**src/hdl/cie_pkg.sv**
```systemverilog
// Notes on behaviour
// - take a source only when its enable and the global enable are both one
// - lock bits may suppress interrupts depending on where the program runs
// - lower vector address wins; reset first, external request zero next
// - vectors start at zero, or at boot start when vector base select is one
// - boot reset fuse moves the reset vector to the boot section start
// - accepting an interrupt clears the global enable
// - software may set the global enable in a handler to allow nesting
// - return from handler sets the global enable
// - hardware clears a flag-type pending flag when vectoring to it
// - writing one to a flag clears it, writing zero leaves it
// - a flag set while its source is disabled stays until enabled or cleared
// - flags raised with global enable off wait and are served by priority
// - level sources request only while their condition is present
// - after a return one instruction runs before any pending interrupt
// - status is never saved or restored, only the program counter
// - global disable acts at once, even on a request in the same cycle
// - after global enable the next instruction runs before any interrupt
// - entry takes four cycles pushing the program counter, then the vector
// - a multi-cycle instruction completes before entry begins
// - waking from sleep adds four cycles to the entry
// - return takes four cycles, pops two bytes, adds two to stack pointer
// - the program counter is 16 bits, addressing 64K words
// - each entry push lowers the stack pointer by one, two in total
package cie_pkg;

    ////////////////////////////////////////////////////////////////////////
    // widths and cycle counts
    localparam int CIE_PC_W = 16;
    localparam int CIE_ENTRY_CYCLES = 4;
    localparam int CIE_WAKE_CYCLES = 4;
    localparam int CIE_RETURN_CYCLES = 4;
    localparam logic [1:0] CIE_ENTRY_LAST = 2'(CIE_ENTRY_CYCLES - 1);
    localparam logic [1:0] CIE_WAKE_LAST = 2'(CIE_WAKE_CYCLES - 1);
    localparam logic [1:0] CIE_RETURN_LAST = 2'(CIE_RETURN_CYCLES - 1);
    localparam logic [15:0] CIE_SP_STEP = 16'h0001;
    localparam logic [15:0] CIE_SP_POP_ALL = 16'h0002;
    localparam logic [15:0] CIE_APP_VEC_BASE = 16'h0000;

    ////////////////////////////////////////////////////////////////////////
    // register map, byte addresses
    localparam logic [7:0] CIE_OFS_CTRL = 8'h00;
    localparam logic [7:0] CIE_OFS_ENABLE = 8'h04;
    localparam logic [7:0] CIE_OFS_FLAGS = 8'h08;
    localparam logic [7:0] CIE_OFS_STATUS = 8'h0C;
    localparam logic [7:0] CIE_OFS_SP = 8'h10;
    localparam int CIE_CTRL_GIE_BIT = 0;
    localparam int CIE_CTRL_VSEL_BIT = 1;
    localparam logic [15:0] CIE_SP_RESET = 16'h0000;
    localparam logic [31:0] CIE_UNMAPPED_VAL = 32'h0000_0000;

    ////////////////////////////////////////////////////////////////////////
    // sequencer states
    typedef enum logic [2:0] {
        CIE_ST_RESET = 3'h0,
        CIE_ST_IDLE = 3'h1,
        CIE_ST_WAKE = 3'h2,
        CIE_ST_ENTRY = 3'h3,
        CIE_ST_RETURN = 3'h4
    } cie_state_type;

    // avalon-mm request from the master
    typedef struct packed {
        logic read;
        logic write;
        logic [7:0] address;
        logic [3:0] byteenable;
        logic [31:0] writedata;
    } cie_avs_req_type;

    // pipeline status seen at each cycle
    typedef struct packed {
        logic boundary;
        logic op_sei;
        logic op_cli;
        logic op_return_from_handler_op;
        logic sleeping;
        logic [15:0] ret_pc;
    } cie_cpu_type;

    // stack access toward data memory
    typedef struct packed {
        logic we;
        logic re;
        logic [15:0] addr;
        logic [7:0] wdata;
    } cie_mem_type;

endpackage

```
**src/hdl/cie_core.sv**
```systemverilog
// Local design decisions: the register offsets and the Avalon-MM register port.
module cie_core #(
    parameter int NUM_SRC = 8,
    parameter logic [NUM_SRC-1:0] LEVEL_MASK = '0,
    parameter logic [15:0] BOOT_START = 16'hF000
) (
    // clock and reset
    input wire logic sys_clk_i,
    input wire logic rst_i,
    // avalon-mm slave
    input wire cie_pkg::cie_avs_req_type avs_req_i,
    output logic [31:0] avs_readdata_o,
    output logic avs_waitrequest_o,
    // configuration straps
    input wire logic boot_reset_fuse_i,
    input wire logic app_section_lock_bit_i,
    input wire logic boot_section_lock_bit_i,
    // interrupt sources
    input wire logic [NUM_SRC-1:0] src_event_i,
    input wire logic [NUM_SRC-1:0] src_level_i,
    output logic [NUM_SRC-1:0] src_ack_o,
    // cpu pipeline
    input wire cie_pkg::cie_cpu_type cpu_i,
    input wire logic [15:0] cpu_pc_i,
    output logic cpu_stall_o,
    output logic cpu_wake_o,
    output logic pc_load_o,
    output logic [15:0] pc_value_o,
    output logic [15:0] sp_o,
    output logic global_enable_o,
    // stack memory
    output cie_pkg::cie_mem_type mem_o,
    input wire logic [7:0] mem_rdata_i
);
    import cie_pkg::*;

    localparam int IDX_W = (NUM_SRC > 1) ? $clog2(NUM_SRC) : 1;

    typedef struct packed {
        cie_state_type st;
        logic [1:0] cnt;
        logic gie;
        logic vsel;
        logic [NUM_SRC-1:0] en;
        logic [NUM_SRC-1:0] flags;
        logic [NUM_SRC-1:0] ack;
        logic [IDX_W-1:0] idx;
        logic [15:0] sp;
        logic [15:0] ret_pc;
        logic [7:0] pop_hi;
        logic pc_load;
        logic [15:0] pc_val;
        cie_mem_type mem;
        logic bus_ack;
        logic [31:0] rdata;
    } cie_core_state_type;

    cie_core_state_type cur_ff;
    cie_core_state_type nxt_ff;

    logic [NUM_SRC-1:0] req;
    logic [IDX_W-1:0] win_idx;
    logic lock_sup;
    logic take;
    logic [15:0] vec_base;
    logic [15:0] rst_vec;
    logic bus_req;

    // highest priority pending source: lowest index wins
    function automatic logic [IDX_W-1:0] pick(input logic [NUM_SRC-1:0] r);
        logic [IDX_W-1:0] w;
        w = '0;
        for (int i = NUM_SRC - 1; i >= 0; i--)
        begin
            if (r[i])
            begin
                w = IDX_W'(i);
            end
        end
        return w;
    endfunction

    // byte-lane merge for partial writes
    function automatic logic [31:0] merge(input logic [31:0] old_v,
                                          input logic [31:0] new_v,
                                          input logic [3:0] be);
        logic [31:0] m;
        m = old_v;
        for (int b = 0; b < 4; b++)
        begin
            if (be[b])
            begin
                m[b*8 +: 8] = new_v[b*8 +: 8];
            end
        end
        return m;
    endfunction

    ////////////////////////////////////////////////////////////////////////
    // request qualification
    // level sources bypass the flag store, so a vanished level never fires
    assign req = ((cur_ff.flags & ~LEVEL_MASK)
                 | (src_level_i & LEVEL_MASK)) & cur_ff.en;
    assign win_idx = pick(req);
    assign vec_base = cur_ff.vsel ? BOOT_START : CIE_APP_VEC_BASE;
    assign rst_vec = boot_reset_fuse_i ? BOOT_START : CIE_APP_VEC_BASE;
    // lock bits block taking vectors that live in the other section
    assign lock_sup = (app_section_lock_bit_i && !cur_ff.vsel
                       && cpu_pc_i >= BOOT_START)
                    || (boot_section_lock_bit_i && cur_ff.vsel
                        && cpu_pc_i < BOOT_START);
    // only at an instruction end, or from sleep; a cli in flight wins
    assign take = (cur_ff.st == CIE_ST_IDLE)
                  && (cpu_i.boundary || cpu_i.sleeping)
                  && cur_ff.gie && !cpu_i.op_cli
                  && !cpu_i.op_return_from_handler_op && (req != '0) && !lock_sup;
    assign bus_req = avs_req_i.read || avs_req_i.write;

    ////////////////////////////////////////////////////////////////////////
    // next-state logic
    always_comb
    begin
        nxt_ff = cur_ff;
        nxt_ff.ack = '0;
        nxt_ff.pc_load = 1'b0;
        nxt_ff.mem.we = 1'b0;
        nxt_ff.mem.re = 1'b0;
        nxt_ff.bus_ack = bus_req && !cur_ff.bus_ack;

        // read data prepared in the wait cycle, presented with the ack
        unique case (avs_req_i.address)
            CIE_OFS_CTRL:
                nxt_ff.rdata = 32'({cur_ff.vsel, cur_ff.gie});
            CIE_OFS_ENABLE:
                nxt_ff.rdata = 32'(cur_ff.en);
            CIE_OFS_FLAGS:
                nxt_ff.rdata = 32'(cur_ff.flags);
            CIE_OFS_STATUS:
                nxt_ff.rdata = 32'({cur_ff.idx, 5'h00, cur_ff.st});
            CIE_OFS_SP:
                nxt_ff.rdata = 32'(cur_ff.sp);
            default:
                nxt_ff.rdata = CIE_UNMAPPED_VAL;
        endcase

        // software writes commit on the ack cycle only
        if (avs_req_i.write && cur_ff.bus_ack)
        begin
            unique case (avs_req_i.address)
                CIE_OFS_CTRL:
                begin
                    if (avs_req_i.byteenable[0])
                    begin
                        nxt_ff.gie =
                            avs_req_i.writedata[CIE_CTRL_GIE_BIT];
                        nxt_ff.vsel = avs_req_i.writedata[CIE_CTRL_VSEL_BIT];
                    end
                end
                CIE_OFS_ENABLE:
                    nxt_ff.en = NUM_SRC'(merge(32'(cur_ff.en),
                        avs_req_i.writedata, avs_req_i.byteenable));
                CIE_OFS_FLAGS:
                    nxt_ff.flags = cur_ff.flags & ~NUM_SRC'(merge(32'h0,
                        avs_req_i.writedata,
                        avs_req_i.byteenable));
                CIE_OFS_SP:
                    nxt_ff.sp = 16'(merge(32'(cur_ff.sp),
                        avs_req_i.writedata, avs_req_i.byteenable));
                default:
                begin
                end
            endcase
        end

        // instruction-driven global enable changes
        if (cpu_i.boundary && cpu_i.op_sei)
        begin
            nxt_ff.gie = 1'b1;
        end
        if (cpu_i.op_cli)
        begin
            nxt_ff.gie = 1'b0;
        end

        unique case (cur_ff.st)
            CIE_ST_RESET:
            begin
                nxt_ff.pc_load = 1'b1;
                nxt_ff.pc_val = rst_vec;
                nxt_ff.st = CIE_ST_IDLE;
            end
            CIE_ST_IDLE:
            begin
                if (take)
                begin
                    nxt_ff.gie = 1'b0;
                    nxt_ff.idx = win_idx;
                    nxt_ff.ret_pc = cpu_pc_i;
                    nxt_ff.pc_val = vec_base
                        + 16'((32'(win_idx) + 32'h1) << 1);
                    nxt_ff.ack[win_idx] = ~LEVEL_MASK[win_idx];
                    nxt_ff.flags[win_idx] = 1'b0;
                    nxt_ff.cnt = 2'h0;
                    nxt_ff.st = cpu_i.sleeping ? CIE_ST_WAKE
                                               : CIE_ST_ENTRY;
                end
                else if (cpu_i.boundary && cpu_i.op_return_from_handler_op)
                begin
                    nxt_ff.cnt = 2'h0;
                    nxt_ff.st = CIE_ST_RETURN;
                end
            end
            CIE_ST_WAKE:
            begin
                // extra wait while the core clock settles
                nxt_ff.cnt = cur_ff.cnt + 2'h1;
                if (cur_ff.cnt == CIE_WAKE_LAST)
                begin
                    nxt_ff.cnt = 2'h0;
                    nxt_ff.st = CIE_ST_ENTRY;
                end
            end
            CIE_ST_ENTRY:
            begin
                // only the return address goes on the stack
                nxt_ff.cnt = cur_ff.cnt + 2'h1;
                if (cur_ff.cnt < 2'h2)
                begin
                    nxt_ff.mem.we = 1'b1;
                    nxt_ff.mem.addr = cur_ff.sp;
                    nxt_ff.mem.wdata = (cur_ff.cnt == 2'h0)
                        ? cur_ff.ret_pc[7:0] : cur_ff.ret_pc[15:8];
                    nxt_ff.sp = cur_ff.sp - CIE_SP_STEP;
                end
                if (cur_ff.cnt == CIE_ENTRY_LAST - 2'h1)
                begin
                    nxt_ff.pc_load = 1'b1;
                end
                if (cur_ff.cnt == CIE_ENTRY_LAST)
                begin
                    nxt_ff.st = CIE_ST_IDLE;
                end
            end
            CIE_ST_RETURN:
            begin
                // memory answers in the same cycle as the read strobe
                nxt_ff.cnt = cur_ff.cnt + 2'h1;
                if (cur_ff.cnt < 2'h2)
                begin
                    nxt_ff.mem.re = 1'b1;
                    nxt_ff.mem.addr = cur_ff.sp
                        + 16'(cur_ff.cnt) + CIE_SP_STEP;
                end
                if (cur_ff.cnt == 2'h1)
                begin
                    nxt_ff.pop_hi = mem_rdata_i;
                end
                if (cur_ff.cnt == CIE_RETURN_LAST - 2'h1)
                begin
                    nxt_ff.pc_load = 1'b1;
                    nxt_ff.pc_val = {cur_ff.pop_hi, mem_rdata_i};
                    nxt_ff.sp = cur_ff.sp + CIE_SP_POP_ALL;
                    nxt_ff.gie = 1'b1;
                end
                if (cur_ff.cnt == CIE_RETURN_LAST)
                begin
                    nxt_ff.st = CIE_ST_IDLE;
                end
            end
            default:
                nxt_ff.st = CIE_ST_IDLE;
        endcase

        // new events win over any clear in the same cycle
        nxt_ff.flags = nxt_ff.flags | (src_event_i & ~LEVEL_MASK);
    end

    ////////////////////////////////////////////////////////////////////////
    // state register
    always_ff @(posedge sys_clk_i)
    begin
        if (rst_i)
        begin
            cur_ff <= '0;
            cur_ff.st <= CIE_ST_RESET;
            cur_ff.sp <= CIE_SP_RESET;
        end
        else
        begin
            cur_ff <= nxt_ff;
        end
    end

    // outputs
    assign avs_waitrequest_o = bus_req && !cur_ff.bus_ack;
    assign avs_readdata_o = cur_ff.rdata;
    assign src_ack_o = cur_ff.ack;
    assign cpu_stall_o = cur_ff.st != CIE_ST_IDLE;
    assign cpu_wake_o = cur_ff.st == CIE_ST_WAKE;
    assign pc_load_o = cur_ff.pc_load;
    assign pc_value_o = cur_ff.pc_val;
    assign sp_o = cur_ff.sp;
    assign global_enable_o = cur_ff.gie;
    assign mem_o = cur_ff.mem;
endmodule

```
**config.mk**
```make
export PLATFORM = sky130hd
export DESIGN_NAME = cie_core
export DESIGN_NICKNAME = d
export VERILOG_FILES = /design/src/hdl/cie_pkg.sv /design/src/hdl/cie_core.sv
export SDC_FILE = /design/constraint.sdc
export NUM_CORES = 1
export LEC_CHECK = 0
export BUFFER_PORTS_ARGS = -buffer_cell sky130_fd_sc_hd__buf_2
export CORE_MARGIN = 2
export CORE_UTILIZATION = 35
export DETAILED_ROUTE_END_ITERATION = 8
export PLACE_DENSITY = 0.67
export SYNTH_ARGS = -nofsm -noshare
export SYNTH_HDL_FRONTEND = slang
export SYNTH_SLANG_ARGS = --single-unit
```
**constraint.sdc**
```tcl
create_clock -name sys_clk_i -period 2.9 [get_ports sys_clk_i]
set_input_delay 0.29 -clock sys_clk_i [delete_from_list [all_inputs] [get_ports sys_clk_i]]
set_output_delay 0.29 -clock sys_clk_i [all_outputs]
set_load 0.01 [all_outputs]
```
==> metrics <==
outcome completed; Rows 52; EDFF count, synth 0; number of max-cap violations 0; routability congestion estimate 0.892; Nets 1076; synth-to-layout area growth 13.8%; fmax 0.392 GHz; all-layer global routing usage 18.1%; Clock H-tree levels 4; WP data arrival 2.88 ns; Final Cycle Share 88.0%; crit path max fanout 7; Hold WC Path Type in -> reg; CTS tree built; Main synth FF type dfxtp_1; Sw Pwr 1220 uW; Clk pin slew, worst setup/hold paths 0.06 ns; sequential element share of the synthesized area 37.3%; CTS max path bufs 2; DR vias 6368; FF/Latch Area 0.00268 mm2; Synth area leader dfxtp_1; total gr overflow 0; maximum vdd drop 397 uV; Final TNS setup 0 ns; # clock sinks 134; Gate power share 8.7%; # port buffers 156; CP endpoint kind flip-flop; final hold viol count 0; Syn Area/Cell 8.06 um2; Post-synth top cells dfxtp_1, nand2_1, buf_4; WS Path Type reg -> reg; Worst Skew 0.0121 ns; CTS root buf clkbuf_16; layout cell share with drive strength beyond 1 23.8%; Die Span Y 147 um; DP HPWL 14.5 mm; Chip Width 147 um; Antenna diodes 0; synth unique cells 72; Sw Share 27.8%; most numerous cell in the Yosys netlist dfxtp_1; vias in the first global route 5882; Clock power frac 47.1%; Iter 0 DRT Violations 534; total power draw 4390 uW; filler cell count in the final layout 2096; power per cell area 536 mW/mm2; kind of start point of the critical path flip-flop; initial antenna violation count 0; Final Slew Violations 0; Min Clock Period, post-route 2.55 ns; placed cell area 0.00761 mm2; CTS Buf Count 17; Routed Antenna Nets 0; Final Routed Wirelength 19.8 mm; worst slew pin tran 0.739 ns; drt wl/cell 16.1 um; number of setup buffers added after CTS 0; Post-route DRC 0; Worst-Skew Late Latency 0.42 ns; Pint 3170 uW; leak pwr 0.00327 uW; I/O pins 215; post-route cell area 0.00819 mm2; Non-Filler Instances 1234; Mapped Area 0.00720 mm2; fraction of registers with async set/reset 0%; Area contributors post-synth dfxtp_1, buf_4, nand2_1; Req. time, crit path 3.23 ns; first-pass GRT wire length 31.3 mm; Synth top area share 37.3%; Seq cells post-synth 134; initial core utilization 35.6%; Post-Place Cells 1202; Initial DRT Pass Iterations 9; largest net degree at the start of global routing 67; die footprint 0.0217 mm2; RSZ-0062 raised after global routing false; Warnings, synthesis 0; Vias/cell 5.16; Worst slew margin 50.7%; Sequential Power Share 44.2%; Multi-input gate area 0.00356 mm2; Syn Inst Count 893; Final setup viols 0; core area 0.0202 mm2
## kinds of logic (layout without fill, tap and decap cells)
group,after synthesis,count (layout),share of synthesized area (%)
mux,24,24,3.44
compound gates,205,205,19.0
xor+xnor,17,17,2.07
buf+inv,173,229,14.3
fa+ha+maj,13,13,2.36
simple gates,326,326,21.6
other cells,1,16,0.0521
flops,134,134,37.3
## area by class of cell
class	instances	share of cell area, %
Clock buffer	17	5.20
Sequential cell	134	32.8
Multi-Input combinational cell	601	43.5
Tap cell	270	4.13
Clock inverter	15	1.71
Inverter	13	0.596
Timing Repair Buffer	184	12.1
## per-layer routing
| layer | wire, um | global-route usage [%] | part of all wire (%) |
|---|---|---|---|
| met1 | 8870 | 23.9 | 45 |
| met5 | 0 | 0 | 0 |
| met2 | 9190 | 28.6 | 46 |
| met4 | 212 | 4.62 | 1.1 |
| met3 | 1560 | 6.05 | 7.9 |
## worst max-delay path, stage by stage (launching register included)
cell,delay [ns]
dfxtp_1,0.47
inv_1,0.14
ha_1,0.25
fa_1,0.39
nand3b_1,0.24
nor4_4,0.40
nand4_1,0.16
xor2_1,0.17
a211oi_1,0.23
## flip-flops by register name, summed over array words and instances, names as in the netlist
signal / count
src_ack_o: 8
global_enable_o: 1
sp_o: 16
pc_value_o: 16
avs_readdata_o: 16
pc_load_o: 1
cur_ff: 50
mem_o: 26
## cell usage in the layout, fill, tap and decap left out, types with 5 or more instances in the layout
cell type,count
xor2_1,8
nor2_1,88
nor4_1,7
o211ai_1,7
conb_1,16
and2_1,11
a311oi_1,9
clkbuf_16,17
a21oi_1,61
or3_1,7
nor3_1,18
a22oi_1,22
nand2b_1,5
buf_4,29
xnor2_1,9
inv_1,12
dfxtp_1,134
a31oi_1,10
o21ai_0,14
buf_2,155
a222oi_1,9
a211oi_1,21
o21ai_1,19
nand2_1,121
inv_6,5
nand4_1,7
ha_1,12
mux2_1,5
nand3_1,29
mux2i_1,18
## power by group through the flow
stage | Combinational, uW | Sequential, uW | Clock, uW
floorplan | 295 | 1950 | 0
global placement | 376 | 1980 | 0
detailed placement | 379 | 1980 | 0
CTS | 382 | 1940 | 2120
global route | 422 | 1950 | 2210
finish | 382 | 1940 | 2070
## metrics by stage
stage	setup slack [ns]	hold WS, ns	util (%)
2_1_floorplan	0.661	0.407	-
3_3_place_gp	0.325	0.437	37.6
3_5_place_dp	0.248	0.446	37.6
4_1_cts	0.230	0.0639	40.4
5_1_grt	0.113	0.0633	40.5
6_report	0.347	0.0860	40.5
## worst paths after layout
kind / cells past startpoint / startpoint / endpoint / slack (ns)
max: 8 / sp_o[0]$_SDFFE_PP0N_ / mem_o[22]$_SDFFE_PP0P_ / 0.35
min: 3 / src_event_i[0] / cur_ff[127]$_SDFF_PP0_ / 0.09
max reg2reg: 8 / sp_o[0]$_SDFFE_PP0N_ / mem_o[22]$_SDFFE_PP0P_ / 0.35
min reg2reg: 2 / cur_ff[89]$_SDFFE_PP0P_ / cur_ff[89]$_SDFFE_PP0P_ / 0.45
## repair_timing
action | in CTS | in global routing
setup endpoints to repair | 0 | 1
hold buffers | 0 | 0
gates resized for setup | 0 | 1
Power figures use the tool's default switching activity.
